===== src/rtl/asm_cfg.svh =====
`ifndef ASM_CFG_SVH
`define ASM_CFG_SVH

// register offsets on the device register page
`define ASM_OFS_PIN_SEL   8'h1d
`define ASM_OFS_CH1_CFG   8'h1e
`define ASM_OFS_CH2_CFG   8'h1f

// reset values
`define ASM_RST_PIN_SEL   8'h00
`define ASM_RST_CH1_CFG   8'h20
`define ASM_RST_CH2_CFG   8'h21

// per-channel configuration fields
`define ASM_CFG_EN_BIT    5
`define ASM_CFG_SLOT_MSB  4
`define ASM_CFG_SLOT_LSB  0
`define ASM_CFG_RSV_MSB   7
`define ASM_CFG_RSV_LSB   6

// frame geometry
`define ASM_HALF_SLOTS    16
`define ASM_TDM_SLOTS     32
`define ASM_POS_W         11

`endif


===== src/rtl/asm_pkg.sv =====
package asm_pkg;

	typedef enum logic [1:0] {
		ASM_FMT_TDM = 2'h0,
		ASM_FMT_I2S = 2'h1,
		ASM_FMT_LJ  = 2'h3
	} asm_fmt_t;

	typedef struct packed {
		logic [31:0] ch1;
		logic [31:0] ch2;
	} asm_sample_t;

	typedef struct packed {
		logic       en;
		logic [4:0] slot;
	} asm_chan_cfg_t;

	typedef struct packed {
		logic dout;
		logic oe;
	} asm_pin_t;

endpackage : asm_pkg


===== src/rtl/asm_buf.sv =====
`timescale 1ns/1ps

module asm_buf #(
	parameter int WIDTH = 64,
	parameter int DEPTH = 2
) (
	// clock and reset
	input  wire logic             ref_clk,
	input  wire logic             rst,
	// fill side
	input  wire logic             in_valid,
	input  wire logic [WIDTH-1:0] in_data,
	output logic                  in_ready,
	// drain side
	output logic                  out_valid,
	output logic [WIDTH-1:0]      out_data,
	input  wire logic             out_ready
);

	localparam int AW = (DEPTH > 1) ? $clog2(DEPTH) : 1;
	localparam int CW = $clog2(DEPTH + 1);

	logic [WIDTH-1:0] mem_r [DEPTH];
	logic [AW-1:0]    wr_ptr_r;
	logic [AW-1:0]    rd_ptr_r;
	logic [CW-1:0]    cnt_r;
	logic [CW-1:0]    cnt_nxt;
	logic             push;
	logic             pop;

	assign push = in_valid & in_ready;
	assign pop  = out_valid & out_ready;

	always_comb begin
		cnt_nxt = cnt_r;
		if (push && !pop) begin
			cnt_nxt = cnt_r + CW'(1);
		end else if (pop && !push) begin
			cnt_nxt = cnt_r - CW'(1);
		end
	end

	function automatic logic [AW-1:0] ptr_inc(input logic [AW-1:0] p);
		ptr_inc = (p == AW'(DEPTH - 1)) ? '0 : p + AW'(1);
	endfunction : ptr_inc

	always_ff @(posedge ref_clk or posedge rst) begin
		if (rst) begin
			cnt_r     <= '0;
			in_ready  <= 1'b0;
			out_valid <= 1'b0;
		end else begin
			cnt_r     <= cnt_nxt;
			// ready is a flop so the source sees an honest full flag
			in_ready  <= (cnt_nxt != CW'(DEPTH));
			out_valid <= (cnt_nxt != '0);
		end
	end

	always_ff @(posedge ref_clk or posedge rst) begin
		if (rst) begin
			wr_ptr_r <= '0;
			rd_ptr_r <= '0;
		end else begin
			if (push) begin
				wr_ptr_r <= ptr_inc(wr_ptr_r);
			end
			if (pop) begin
				rd_ptr_r <= ptr_inc(rd_ptr_r);
			end
		end
	end

	always_ff @(posedge ref_clk) begin
		if (push) begin
			mem_r[wr_ptr_r] <= in_data;
		end
	end

	assign out_data = mem_r[rd_ptr_r];

endmodule : asm_buf


===== src/rtl/asm_tx_map.sv =====
`timescale 1ns/1ps
`include "asm_cfg.svh"

// Summary of operation
// - per-channel bit picks primary or secondary pin
// - disabled channel 1 leaves its slot tri-stated
// - enabled channel 1 sends first converter sample
// - slot codes 0-15 map TDM/left slots
// - codes 16-31 map TDM high/right slots
// - channel 1 resets enabled in slot 0
// - channel 2 resets enabled in slot 1
// - reserved bits 7-6 read zero, write zero
// - unoccupied cycles drive zero or float, per policy
module asm_tx_map #(
	parameter int SLOT_BITS = 32,
	parameter int BUF_DEPTH = 2
) (
	// clock and reset
	input  wire logic                ref_clk,
	input  wire logic                rst,
	// register page access
	input  wire logic [7:0]          reg_addr,
	input  wire logic                reg_wr,
	input  wire logic [7:0]          reg_wdata,
	output logic [7:0]               reg_rdata_r,
	// framing controls held elsewhere in the device
	input  wire asm_pkg::asm_fmt_t   frame_fmt,
	input  wire logic                unused_cycle_fill_policy,
	// converter sample stream
	input  wire logic                smp_valid,
	input  wire asm_pkg::asm_sample_t smp_data,
	output logic                     smp_ready,
	// serial port pins
	input  wire logic                bclk_pin,
	input  wire logic                fsync_pin,
	output logic                     primary_serial_out_r,
	output logic                     primary_serial_oe_r,
	output logic                     secondary_serial_out_pin_r,
	output logic                     secondary_serial_oe_r
);

	localparam int PW = `ASM_POS_W;
	localparam logic [PW-1:0] POS_MAX = {PW{1'b1}};

	// register state
	logic [7:0]              pin_select_r;
	asm_pkg::asm_chan_cfg_t  ch1_cfg_r;
	asm_pkg::asm_chan_cfg_t  ch2_cfg_r;

	// pin synchronisers
	logic                    bclk_s1_r;
	logic                    bclk_s2_r;
	logic                    bclk_d_r;
	logic                    fsync_s1_r;
	logic                    fsync_s2_r;
	logic                    bclk_rise;
	logic                    bclk_fall;

	// framing
	logic [2:0]              fs_hist_r;
	logic                    fr_now;
	logic                    fr_old;
	logic                    start_r;
	logic                    start_left_r;
	logic                    right_r;
	logic                    active_r;
	logic [PW-1:0]           pos_r;
	asm_pkg::asm_sample_t    frame_r;

	// buffer drain side
	logic                    buf_valid;
	asm_pkg::asm_sample_t    buf_data;
	logic                    buf_pop;

	// bit selection
	logic [5:0]              cur_code;
	logic [4:0]              bit_idx;
	logic                    ch1_bit;
	logic                    ch2_bit;
	asm_pkg::asm_pin_t       pin_nxt [2];

	function automatic asm_pkg::asm_chan_cfg_t cfg_decode(input logic [7:0] d);
		cfg_decode.en   = d[`ASM_CFG_EN_BIT];
		cfg_decode.slot = d[`ASM_CFG_SLOT_MSB:`ASM_CFG_SLOT_LSB];
	endfunction : cfg_decode

	function automatic logic [7:0] cfg_encode(input asm_pkg::asm_chan_cfg_t c);
		cfg_encode                                        = 8'h00;
		cfg_encode[`ASM_CFG_EN_BIT]                       = c.en;
		cfg_encode[`ASM_CFG_SLOT_MSB:`ASM_CFG_SLOT_LSB]   = c.slot;
	endfunction : cfg_encode

	// true when the channel's slot code is the current bit's slot on that pin
	function automatic logic chan_hits(input asm_pkg::asm_chan_cfg_t c, input logic sel,
		input logic pin, input logic [5:0] code);
		chan_hits = code[5] && (c.slot == code[4:0]) && (sel == pin);
	endfunction : chan_hits

	// register writes; reserved bits are never stored
	always_ff @(posedge ref_clk or posedge rst) begin
		if (rst) begin
			pin_select_r <= `ASM_RST_PIN_SEL;
			ch1_cfg_r    <= cfg_decode(`ASM_RST_CH1_CFG);
			ch2_cfg_r    <= cfg_decode(`ASM_RST_CH2_CFG);
		end else if (reg_wr) begin
			unique case (reg_addr)
				`ASM_OFS_PIN_SEL: begin
					pin_select_r <= reg_wdata;
				end
				`ASM_OFS_CH1_CFG: begin
					ch1_cfg_r <= cfg_decode(reg_wdata);
				end
				`ASM_OFS_CH2_CFG: begin
					ch2_cfg_r <= cfg_decode(reg_wdata);
				end
				default: begin
				end
			endcase
		end
	end

	// read data registered; reserved bits and unmapped addresses read zero
	always_ff @(posedge ref_clk or posedge rst) begin
		if (rst) begin
			reg_rdata_r <= 8'h00;
		end else begin
			unique case (reg_addr)
				`ASM_OFS_PIN_SEL: reg_rdata_r <= pin_select_r;
				`ASM_OFS_CH1_CFG: reg_rdata_r <= cfg_encode(ch1_cfg_r);
				`ASM_OFS_CH2_CFG: reg_rdata_r <= cfg_encode(ch2_cfg_r);
				default:          reg_rdata_r <= 8'h00;
			endcase
		end
	end

	// two-flop synchronisers for the pins, plus a third stage for edges
	always_ff @(posedge ref_clk or posedge rst) begin
		if (rst) begin
			bclk_s1_r  <= 1'b0;
			bclk_s2_r  <= 1'b0;
			bclk_d_r   <= 1'b0;
			fsync_s1_r <= 1'b0;
			fsync_s2_r <= 1'b0;
		end else begin
			bclk_s1_r  <= bclk_pin;
			bclk_s2_r  <= bclk_s1_r;
			bclk_d_r   <= bclk_s2_r;
			fsync_s1_r <= fsync_pin;
			fsync_s2_r <= fsync_s1_r;
		end
	end

	assign bclk_rise = bclk_s2_r & ~bclk_d_r;
	assign bclk_fall = ~bclk_s2_r & bclk_d_r;

	// i2s data lags the frame edge by one bit clock, so it looks one step back
	assign fr_now = (frame_fmt == asm_pkg::ASM_FMT_I2S) ? fs_hist_r[1] : fs_hist_r[0];
	assign fr_old = (frame_fmt == asm_pkg::ASM_FMT_I2S) ? fs_hist_r[2] : fs_hist_r[1];

	// frame sync is sampled on bit clock rise; the edge is acted on at the fall
	always_ff @(posedge ref_clk or posedge rst) begin
		if (rst) begin
			fs_hist_r    <= 3'h0;
			start_r      <= 1'b0;
			start_left_r <= 1'b0;
		end else if (bclk_rise) begin
			fs_hist_r <= {fs_hist_r[1:0], fsync_s2_r};
			if (frame_fmt == asm_pkg::ASM_FMT_TDM) begin
				start_r      <= fr_now & ~fr_old;
				start_left_r <= fr_now & ~fr_old;
			end else begin
				start_r      <= fr_now ^ fr_old;
				// left half: fsync high for left-justified, low for i2s
				start_left_r <= (fr_now ^ fr_old) &
					(fr_now == (frame_fmt == asm_pkg::ASM_FMT_LJ));
			end
		end
	end

	// bit position advances on each bit clock fall; it saturates past the frame
	always_ff @(posedge ref_clk or posedge rst) begin
		if (rst) begin
			pos_r    <= POS_MAX;
			right_r  <= 1'b0;
			active_r <= 1'b0;
		end else if (bclk_fall) begin
			if (start_r) begin
				pos_r    <= '0;
				right_r  <= ~start_left_r;
				active_r <= 1'b1;
			end else if (pos_r != POS_MAX) begin
				pos_r <= pos_r + PW'(1);
			end
		end
	end

	// a new sample pair is taken only at the start of a frame
	assign buf_pop = bclk_fall & start_r & start_left_r;

	always_ff @(posedge ref_clk or posedge rst) begin
		if (rst) begin
			frame_r <= '0;
		end else if (buf_pop) begin
			// an underrun sends silence rather than repeating stale audio
			frame_r <= buf_valid ? buf_data : '0;
		end
	end

	asm_buf #(
		.WIDTH ($bits(asm_pkg::asm_sample_t)),
		.DEPTH (BUF_DEPTH)
	) u_buf (
		.ref_clk   (ref_clk),
		.rst       (rst),
		.in_valid  (smp_valid),
		.in_data   (smp_data),
		.in_ready  (smp_ready),
		.out_valid (buf_valid),
		.out_data  (buf_data),
		.out_ready (buf_pop)
	);

	// slot code of the current bit: {valid, 5-bit slot number}
	always_comb begin
		logic [PW-1:0] slot_idx;
		slot_idx = pos_r / PW'(SLOT_BITS);
		bit_idx  = 5'((SLOT_BITS - 1) - int'(pos_r % PW'(SLOT_BITS)));
		cur_code = 6'h00;
		if (active_r) begin
			if (frame_fmt == asm_pkg::ASM_FMT_TDM) begin
				if (slot_idx < PW'(`ASM_TDM_SLOTS)) begin
					cur_code = {1'b1, slot_idx[4:0]};
				end
			end else if (slot_idx < PW'(`ASM_HALF_SLOTS)) begin
				// right half codes are the half slot plus sixteen
				cur_code = {1'b1, right_r, slot_idx[3:0]};
			end
		end
	end

	// slot width above 32 is not supported; the bit index wraps, so the extra leading bits repeat the low bits
	assign ch1_bit = frame_r.ch1[bit_idx];
	assign ch2_bit = frame_r.ch2[bit_idx];

	// two enabled channels on one slot are ORed; the host must not do that
	for (genvar p = 0; p < 2; p++) begin : g_pin
		always_comb begin
			logic h1;
			logic h2;
			h1 = chan_hits(ch1_cfg_r, pin_select_r[0], 1'(p), cur_code);
			h2 = chan_hits(ch2_cfg_r, pin_select_r[1], 1'(p), cur_code);
			if ((h1 && ch1_cfg_r.en) || (h2 && ch2_cfg_r.en)) begin
				pin_nxt[p].oe   = 1'b1;
				pin_nxt[p].dout = (h1 & ch1_cfg_r.en & ch1_bit) |
					(h2 & ch2_cfg_r.en & ch2_bit);
			end else if (h1 || h2) begin
				pin_nxt[p].oe   = 1'b0;
				pin_nxt[p].dout = 1'b0;
			end else begin
				pin_nxt[p].oe   = ~unused_cycle_fill_policy;
				pin_nxt[p].dout = 1'b0;
			end
		end
	end

	always_ff @(posedge ref_clk or posedge rst) begin
		if (rst) begin
			primary_serial_out_r       <= 1'b0;
			primary_serial_oe_r        <= 1'b0;
			secondary_serial_out_pin_r <= 1'b0;
			secondary_serial_oe_r      <= 1'b0;
		end else begin
			primary_serial_out_r       <= pin_nxt[0].dout;
			primary_serial_oe_r        <= pin_nxt[0].oe;
			secondary_serial_out_pin_r <= pin_nxt[1].dout;
			secondary_serial_oe_r      <= pin_nxt[1].oe;
		end
	end

endmodule : asm_tx_map


===== config.mk =====
export PLATFORM = sky130hd
export DESIGN_NAME = asm_tx_map
export DESIGN_NICKNAME = d
export VERILOG_FILES = /design/src/rtl/asm_pkg.sv /design/src/rtl/asm_buf.sv /design/src/rtl/asm_tx_map.sv
export VERILOG_INCLUDE_DIRS = /design/src /design/src/rtl
export SDC_FILE = /design/constraint.sdc
export NUM_CORES = 1
export LEC_CHECK = 0
export BUFFER_PORTS_ARGS = -buffer_cell sky130_fd_sc_hd__buf_4
export CORE_UTILIZATION = 45
export CTS_CLUSTER_SIZE = 10
export DETAILED_ROUTE_END_ITERATION = 8
export PLACE_DENSITY_LB_ADDON = 0.25
export SYNTH_ARGS = -nofsm -noshare
export SYNTH_HDL_FRONTEND = slang
export SYNTH_HIERARCHICAL = 1
export SYNTH_SLANG_ARGS = --single-unit

===== constraint.sdc =====
create_clock -name ref_clk -period 4.2 [get_ports ref_clk]
set_input_delay 1.05 -clock ref_clk [delete_from_list [all_inputs] [get_ports ref_clk]]
set_output_delay 1.05 -clock ref_clk [all_outputs]
set_load 0.05 [all_outputs]

==> results of run 1 <==
[power groups by stage]
stage                     clock (mW)  combinational (mW)  sequential (mW)
after floorplan                    0                1.58             3.55
after global placement             0                1.81             3.74
after detailed placement           0                1.84             3.76
after CTS                       2.43                1.85             3.72
after global routing            2.53                2.03             3.80
final                           2.37                1.81             3.72
[metrics by stage]
step	hold WS, ps	std cells	setup slack [ps]	utilization, %
after floorplan	331	799	15.7	-
after global placement	335	1181	1610	49.9
after detailed placement	337	1181	1560	49.9
after CTS	350	1237	1610	53.8
after global routing	355	1237	1480	53.8
final	347	1237	1570	53.8
[registers in the layout (all words and copies together), names as in the netlist, 2 cells and up]
register and count:
ch1_cfg_r 6, ch2_cfg_r 6, frame_r 64, fs_hist_r 3, pin_select_r 8, pos_r 11
reg_rdata_r 8, u_buf/cnt_r 2, u_buf/mem_r 128
[metal layers]
metal  vias up  part of all wire, %  GRT usage, %
li1       3078                    -             -
met3        30                  4.5          3.07
met1      3071                   48          23.5
met2       128                   46          26.7
met4         2                  1.8          4.90
met5         -                0.045             0
[cells in the mapped netlist (6+ instances only)]
cell	instances
dfrtp_1	111
clkbuf_1	17
mux2i_1	16
dfstp_2	14
nand2_1	143
nand2b_1	6
edfxtp_1	128
o21ai_0	76
nand3_1	12
buf_4	9
nor2_1	23
a22oi_1	8
mux2_2	100
buf_2	10
inv_1	7
xnor2_1	14
nor2b_1	10
buf_6	8
nand4_1	6
a2111oi_0	6
[kinds of logic after synthesis]
group	synth area share (%)
AO/OA/AOI/OAI	6.95
XOR/XNOR	1.81
flip-flops	65.2
AND/OR/NAND/NOR	10.4
adder cells (fa/ha/maj)	0.233
buffers and inverters	2.97
multiplexers	12.4
[layout make-up]
type	count	area, sq um
Clock buffer	54	903
Clock inverter	2	10.0
Fill cell	2048	10800
Inverter	7	28.8
Multi-Input combinational cell	493	3430
Sequential cell	253	6990
Tap cell	319	399
Timing Repair Buffer	109	831
[worst paths after layout]
kind	end	slack [ps]	depth (start not counted)
max	secondary_serial_out_pin_r	1570	5
min	bclk_s2_r	350	0
max reg2reg	secondary_serial_out_pin_r	1570	5
min reg2reg	bclk_s2_r	350	0
max in group asynchronous	pos_r[5]	2680	3
min in group asynchronous	u_buf/cnt_r[1]	460	2
==> summary.md, run 1 <==
| Metric | Value |
|---|---|
| Status | complete, no violations |
| Yosys reg bits | 253 |
| Starting Density | 45.8% |
| Clk Latency, worst-skew pair | 540 ps |
| Routability cong. | 0.770 |
| Crit. Startpoint | pos_r[2] |
| P_sw | 2.31 mW |
| Post_cts resized | 0 |
| Routed WL | 19.9 mm |
| # Post-CTS Setup Buffers | 0 |
| Fraction of layout instances using a drive strength above 1 | 31.3% |
| Drt via density | 5.10 |
| Detailed-route DRC error count | 0 |
| Average wire per standard cell | 16.1 microns |
| Switching Fraction | 29.2% |
| Inserted Clock Buffers | 30 |
| Reg-to-reg startpoint | pos_r[2] |
| CP Buf/Inv Count | 0 |
| CTS Buffer Depth | 3 |
| Global-route wire length before repair | 32.3 mm |
| Synth async-reset ratio | 49.4% |
| CP max FO | 36 |
| Max incr delay on CP | 1090 ps |
| Fmax | 0.381 GHz |
| Cell Pwr Density | 627 nW/um^2 |
| Flop pwr share | 47.1% |
| Top_reg_cell synth | edfxtp_1 |
| Vias in the first global route | 6,251 |
| Layout overhead on the synthesized area | 17.5% |
| DR iter-0 viols | 340 |
| Synth top area share | 35.9% |
| Post-route cell area | 12,600 sq um |
| Via count | 6,309 |
| HP Start | bclk_s1_r |
| Arr. time, crit path | 3000 ps |
| Ant. Diodes | 0 |
| VDD IR max | 0.000367 V |
| Final setup violation count | 0 |
| Htree depth | 1 |
| Die ar. | 24,400 sq um |
| Dpl hpwl | 12.6 mm |
| Most common cell after layout, fill and taps aside | nand2_1 |
| Root Buffer | clkbuf_16 |
| Post-synthesis sequential area ratio | 65.2% |
| Setup crit end kind | flop |
| DP Area | 11,700 sq um |
| HP Class | flop to flop |
| Synth area leader | edfxtp_1 |
| IO buf count | 101 |
| Clock-pin slew on the worst setup and hold paths | 60 ps |
| Final hold vios | 0 |
| Syn_nets | 890 |
| Worst Path Required | 4570 ps |
| Core Area | 23,400 sq um |
| P_leak | 5.04 nW |
| Post-route clock period utilization | 62.6% |
| Height of the die | 156 microns |
| Clock tree from TritonCTS | done |
| Int Power | 5.59 mW |
| Skew final | 12.0 ps |
| Synth top area cells | edfxtp_1 (36%), dfrtp_1 (26%), mux2_2 (11%), nand2_1 (5.0%), o21ai_0 (3.5%) |
| Routed Antenna Nets | 0 |
| Tot Pwr | 7.90 mW |
| Slew HR | 39.0% |
| Post-synth EDFFs | 128 |
| Rows | 56 |
| Fin. max-slew vios | 0 |
| Cts hold-fix bufs | 0 |
| # clock sinks | 253 |
| Max-cap violation count | 0 |
| Largest net degree at the start of global routing | 73 |
| Kind of critical path | flop to flop |
| Clock Power Share | 30.0% |
| Initial antenna violation count | 1 |
| Worst setup SP type | flop |
| Nets | 985 |
| Warnings, synthesis | 6 |
| Synth Instances | 799 |
| Total grt overflow | 0 |
| Synth unique cells | 61 |
| Syn_area_per_cell | 13.4 sq um |
| GRT Resource Usage Total | 16.8% |
| Setup_tns | 0 ps |
| Period minus WS final | 2630 ps |
| Actual slew at the worst max-slew pin | 915 ps |
| Largest delay contributor family on the critical path | flip-flops |
| Unrepaired setup endpoints after global routing | no |
| Synthesized cell area | 10,700 sq um |
| Drt first pass iters | 8 |
| I/O pins | 102 |
| CP max-delay cell | dfstp_2 |
| Die outline width | 156 microns |
| Most frequent cells in the layout | nand2_1 (142), edfxtp_1 (128), dfrtp_1 (109) |
| Crit path cell chain | mux2_2 -> o21ai_0 -> nor4b_1 -> nor4_2 -> o32ai_1 |
| Logic pwr share | 23.0% |
Note: power is estimated with default switching activity, not from simulation.
==> run 2, diff against run 1 <==
- clock period: 4.2 -> 2.4 ns (I/O delays scaled with it)
==> run 2 against run 1 <==
  * Sequential cell count is the same
  * Non-clock buffer count is 15 higher
  * Count of clock-buffer cells in the layout shrank 1
  * Largest power group unchanged
  * Highest routed layer is now met4
==> summary.md, run 2 (synthesis results as in run 1) <==
| Metric | Value |
|---|---|
| Status | complete, no violations |
| Fin. max-slew vios | 0 |
| Global-route wire length before repair | 33.3 mm |
| Worst setup SP type | flop |
| Max reg flops | 128 |
| Die outline width | 156 microns |
| VDD IR max | 0.000600 V |
| DR iter-0 viols | 318 |
| RR Endpoint | primary_serial_out_r |
| GRT Resource Usage Total | 17.2% |
| Unrepaired setup endpoints after global routing | no |
| Reg-to-reg startpoint | pos_r[1] |
| Clock-pin slew on the worst setup and hold paths | 60 ps |
| Vias in the first global route | 6,467 |
| Int Power | 9.90 mW |
| R2r worst-path depth | 7 |
| Via count | 6,390 |
| Crit path to | primary_serial_out_r |
| Drt via density | 5.11 |
| Largest regs | u_buf/mem_r: 128 flops, frame_r: 64 flops, pos_r: 11 flops |
| # Post-CTS Setup Buffers | 0 |
| # clock sinks | 253 |
| Clock Power Share | 29.2% |
| Hold WS | 181 ps |
| Actual slew at the worst max-slew pin | 642 ps |
| Routability cong. | 0.783 |
| Die ar. | 24,400 sq um |
| Crit. Startpoint | pos_r[1] |
| CTS Buffer Depth | 3 |
| Arr. time, crit path | 2560 ps |
| Most common cell after layout, fill and taps aside | nand2_1 |
| Largest net degree at the start of global routing | 129 |
| Initial antenna violation count | 0 |
| P_sw | 4.13 mW |
| Switching Fraction | 29.4% |
| Worst Path Required | 2810 ps |
| Skew final | 9.71 ps |
| IO buf count | 101 |
| Filler Cells Inserted | 2,012 |
| Max-cap violation count | 0 |
| Htree depth | 1 |
| HP Class | input pin to flop |
| Clock tree from TritonCTS | done |
| CP max FO | 13 |
| I/O pins | 102 |
| Flop pwr share | 44.9% |
| Final hold vios | 0 |
| Slew HR | 57.2% |
| Height of the die | 156 microns |
| Setup_tns | 0 ps |
| Root Buffer | clkbuf_16 |
| Drt first pass iters | 4 |
| Setup slack, reg-to-reg | 250 ps |
| Largest Register | u_buf/mem_r |
| Total grt overflow | 0 |
| Final setup violation count | 0 |
| Layout overhead on the synthesized area | 19.2% |
| Clk Latency, worst-skew pair | 540 ps |
| Ant. Diodes | 0 |
| Most frequent cells in the layout | nand2_1 (142), edfxtp_1 (128), buf_4 (115) |
| Detailed-route DRC error count | 0 |
| Core Area | 23,400 sq um |
| P_leak | 5.13 nW |
| Nets | 1,000 |
| Post-route clock period utilization | 89.7% |
| Rows | 56 |
| Cell Pwr Density | 1100 nW/um^2 |
| Routed Antenna Nets | 0 |
| Kind of critical path | flop to flop |
| Dpl hpwl | 13.0 mm |
| Logic pwr share | 25.9% |
| Setup crit end kind | flop |
| Routed WL | 20.4 mm |
| Starting Density | 45.8% |
| Period minus WS final | 2150 ps |
| Inserted Clock Buffers | 30 |
| Average wire per standard cell | 16.3 microns |
| Fraction of layout instances using a drive strength above 1 | 32.2% |
| Fmax | 0.465 GHz |
run 2: cell count changes in the layout (fill, tap and decap cells not counted):
cell and delta:
clkinv_4 +1, buf_4 +7, clkinv_2 -1, clkinvlp_4 +1
dlygate4sd3_1 +1, clkbuf_16 -1, inv_4 -1, buf_12 +7
run 2: cell type report:
class	instances	area (sq um)	area share, %
tap	319	399	3.12
multi-input combinational	493	3430	26.8
clock buffer	53	878	6.88
sequential	253	6990	54.7
clock inverter	2	13.8	0.108
timing repair buffer	124	1030	8.09
inverter	7	30.0	0.235
run 2: per-layer routing:
| metal | GRT usage (%) | share of wire (%) | vias up |
|---|---|---|---|
| li1 | - | - | 3108 |
| met1 | 23.6 | 47 | 3116 |
| met2 | 28.1 | 47 | 144 |
| met3 | 3.60 | 5.4 | 22 |
| met4 | 4.20 | 1.2 | 0 |
| met5 | 0 | 0 | - |
run 2: worst min path at each step:
| stage | startpoint | endpoint | slack (ps) | depth (start not counted) |
|---|---|---|---|---|
| floorplan | bclk_s1_r | bclk_s2_r | 330 | 0 |
| global placement | fsync_s1_r | fsync_s2_r | 330 | 0 |
| detailed placement | bclk_s1_r | bclk_s2_r | 350 | 0 |
| CTS | bclk_pin | bclk_s1_r | 150 | 1 |
| global route | bclk_pin | bclk_s1_r | 150 | 1 |
| finish | bclk_pin | bclk_s1_r | 180 | 1 |
run 2: power groups by stage:
stage          clock [mW]  sequential [mW]  combinational [mW]
2_1_floorplan           0             6.20                2.77
3_3_place_gp            0             6.34                3.63
3_5_place_dp            0             6.38                3.69
4_1_cts              4.20             6.32                3.71
5_1_grt              4.37             6.43                4.07
6_report             4.09             6.30                3.63
run 2: what timing repair did:
| item | in CTS | in global routing |
|---|---|---|
| hold buffers | 1 | 0 |
| resized for setup | 0 | 0 |
| endpoints found under the hold margin | 3 | 0 |
run 2: metrics by stage:
stage / setup WS (ps) / power [mW] / area (sq um) / util (%) / instances
6_report: 248 / 14.0 / 12800 / 54.6 / 1251
5_1_grt: 98.2 / 14.9 / 12800 / 54.6 / 1251
4_1_cts: 224 / 14.2 / 12800 / 54.6 / 1251
3_5_place_dp: 225 / 10.1 / 11900 / 50.7 / 1195
3_3_place_gp: 277 / 9.97 / 11900 / 50.7 / 1195
2_1_floorplan: 82.7 / 8.97 / 10700 / - / 799
run 2: critical path: stages, from the launching register on:
cell and delay [ps]:
dfstp_2 700, buf_4 220, nor2b_1 50, a2111oi_0 390
nor3_1 130, nor4_2 260, buf_4 200, o32ai_1 80
==> run 3, diff against run 2 <==
- clock period: 2.4 -> 1.9 ns (I/O delays scaled with it)
==> run 3 against run 2 <==
  * The flow now finishes with violations (setup timing)
  * Maximum frequency is 13% higher
  * Combinational power rose by 41%
  * Clock skew up 8.0 ps
  * Global-route usage about the same
  * Critical path depth down 1
  * Die area stayed put
  * Worst setup slack lost 260 ps
  * Cell count rose by 2.1%
  * Critical path type unchanged
  * Highest routed layer unchanged
==> summary.md, run 3 (synthesis results as in run 1) <==
| Metric | Value |
|---|---|
| Detailed-route DRC error count | 0 |
| Unrepaired setup endpoints after global routing | yes |
| Most common cell after layout, fill and taps aside | nand2_1 |
| Drt first pass iters | 4 |
| VDD IR max | 0.000805 V |
| Routed Antenna Nets | 0 |
| Post-route cell area | 13,100 sq um |
| GR Util met2 | 28.6% |
| Clk Latency, worst-skew pair | 540 ps |
| Actual slew at the worst max-slew pin | 421 ps |
| Core Util, Final | 56.0% |
| IO buf count | 101 |
| Status | finished with violations |
| Htree depth | 1 |
| Met1 layer usage reported by global route | 23.5% |
| Routed WL | 20.1 mm |
| Largest regs | u_buf/mem_r: 128 flops, frame_r: 64 flops, pos_r: 11 flops |
| I/O pins | 102 |
| Inserted Clock Buffers | 30 |
| Height of the die | 156 microns |
| Worst Path Required | 2310 ps |
| Setup crit end kind | flop |
| Nets | 1,026 |
| Placed cells | 1,211 |
| Rows | 56 |
| Post-place setup slack | -136 ps |
| Skew final | 17.7 ps |
| Starting Density | 45.8% |
| DP Area | 12,000 sq um |
| # clock sinks | 253 |
| Post-Layout Cell Count | 1,277 |
| HP Class | input pin to flop |
| Final setup violation count | 2 |
| Dpl hpwl | 12.9 mm |
| Fin. max-slew vios | 0 |
| GRT Resource Usage Total | 17.2% |
| Die outline width | 156 microns |
| Fraction of layout instances using a drive strength above 1 | 35.4% |
| Most frequent cells in the layout | nand2_1 (141), buf_4 (133), edfxtp_1 (128) |
| Failing checks | setup timing |
| Total grt overflow | 0 |
| Worst setup SP type | flop |
| Max-cap violation count | 0 |
| P_leak | 5.30 nW |
| Tot Pwr | 18.2 mW |
| Fmax | 0.524 GHz |
| CP max FO | 5 |
| DR iter-0 viols | 369 |
| Vias in the first global route | 6,569 |
| Layout overhead on the synthesized area | 22.4% |
| Core Area | 23,400 sq um |
| Global-route wire length before repair | 33.3 mm |
| Top Usage Layer GRT | met2 |
| Ant. Diodes | 0 |
| Largest net degree at the start of global routing | 80 |
| Period minus WS final | 1910 ps |
| Clock-pin slew on the worst setup and hold paths | 60 ps |
| Clock tree from TritonCTS | done |
| CTS Buffer Depth | 3 |
| Largest Register | u_buf/mem_r |
| Max reg flops | 128 |
| Drt via density | 5.06 |
| Routability cong. | 0.766 |
| Arr. time, crit path | 2320 ps |
| Initial antenna violation count | 0 |
| PnR worst setup slack | -8.34 ps |
| Root Buffer | clkbuf_16 |
| Global routing met3 resource utilization | 2.63% |
| Die ar. | 24,400 sq um |
| Kind of critical path | flop to flop |
| Final hold vios | 0 |
| Average wire per standard cell | 15.8 microns |
| Cell Pwr Density | 1380 nW/um^2 |
| Slew HR | 72.0% |
| Post-route clock period utilization | 100% |
| Via count | 6,457 |
[run 3: cell count changes in the layout (fill, tap and decap cells not counted), moves of 2 or more]
cell       delta
mux2_2        -2
a2111oi_0     -4
a2111oi_1     +3
mux2_4        +2
buf_6         +4
buf_4        +18
buf_12        +3
o21ai_0       -2
[run 3: routing by layer]
metal / share of wire (%) / vias up
li1: - / 3157
met1: 47 / 3148
met2: 47 / 128
met3: 3.8 / 24
met4: 2.1 / 0
met5: 0 / -
[run 3: cell type report]
type | count | area, sq um
multi-input combinational | 493 | 3500
timing repair buffer | 150 | 1300
inverter | 7 | 30.0
clock inverter | 3 | 30.0
sequential | 253 | 6990
tap | 319 | 399
fill | 1991 | 10300
clock buffer | 52 | 863
[run 3: report_power, final]
part           total (mW)  internal (mW)  switching (mW)
Sequential           7.90           7.26           0.639
Clock                5.15           3.06            2.09
Combinational        5.11           2.52            2.59
Total                18.2           12.8            5.32
[run 3: final timing paths]
kind	start	cells after the start	slack, ps	end
min	bclk_pin	1	60	bclk_s1_r
max in group asynchronous	rst	4	950	pos_r[4]
min in group asynchronous	rst	3	450	u_buf/out_valid
max reg2reg	pos_r[1]	6	-8	secondary_serial_out_pin_r
min reg2reg	bclk_s1_r	0	360	bclk_s2_r
max	pos_r[1]	6	-8	secondary_serial_out_pin_r
[run 3: metrics by stage]
step / setup TNS (ps) / hold WS, ps
2_1_floorplan: -11100 / 266
3_3_place_gp: -183 / 335
3_5_place_dp: -696 / 338
4_1_cts: -14.9 / 43.9
5_1_grt: -823 / 40.9
6_report: -15.7 / 59.7
[run 3: repair_timing]
action                                  4_1_cts  5_1_grt
setup buffers                                 6        3
gates cloned                                  1        0
endpoints found under the setup margin        4       12
endpoints found under the hold margin         6        0
resized for setup                             7       17
hold buffers                                  1        0
pin swaps                                     1        5
[run 3: worst max-delay path: stages (launching register included)]
cell and delay (ps):
dfstp_2 600, mux4_2 500, nor2_1 130, nor4_2 70, nor4_2 230, buf_4 170
o32ai_2 70
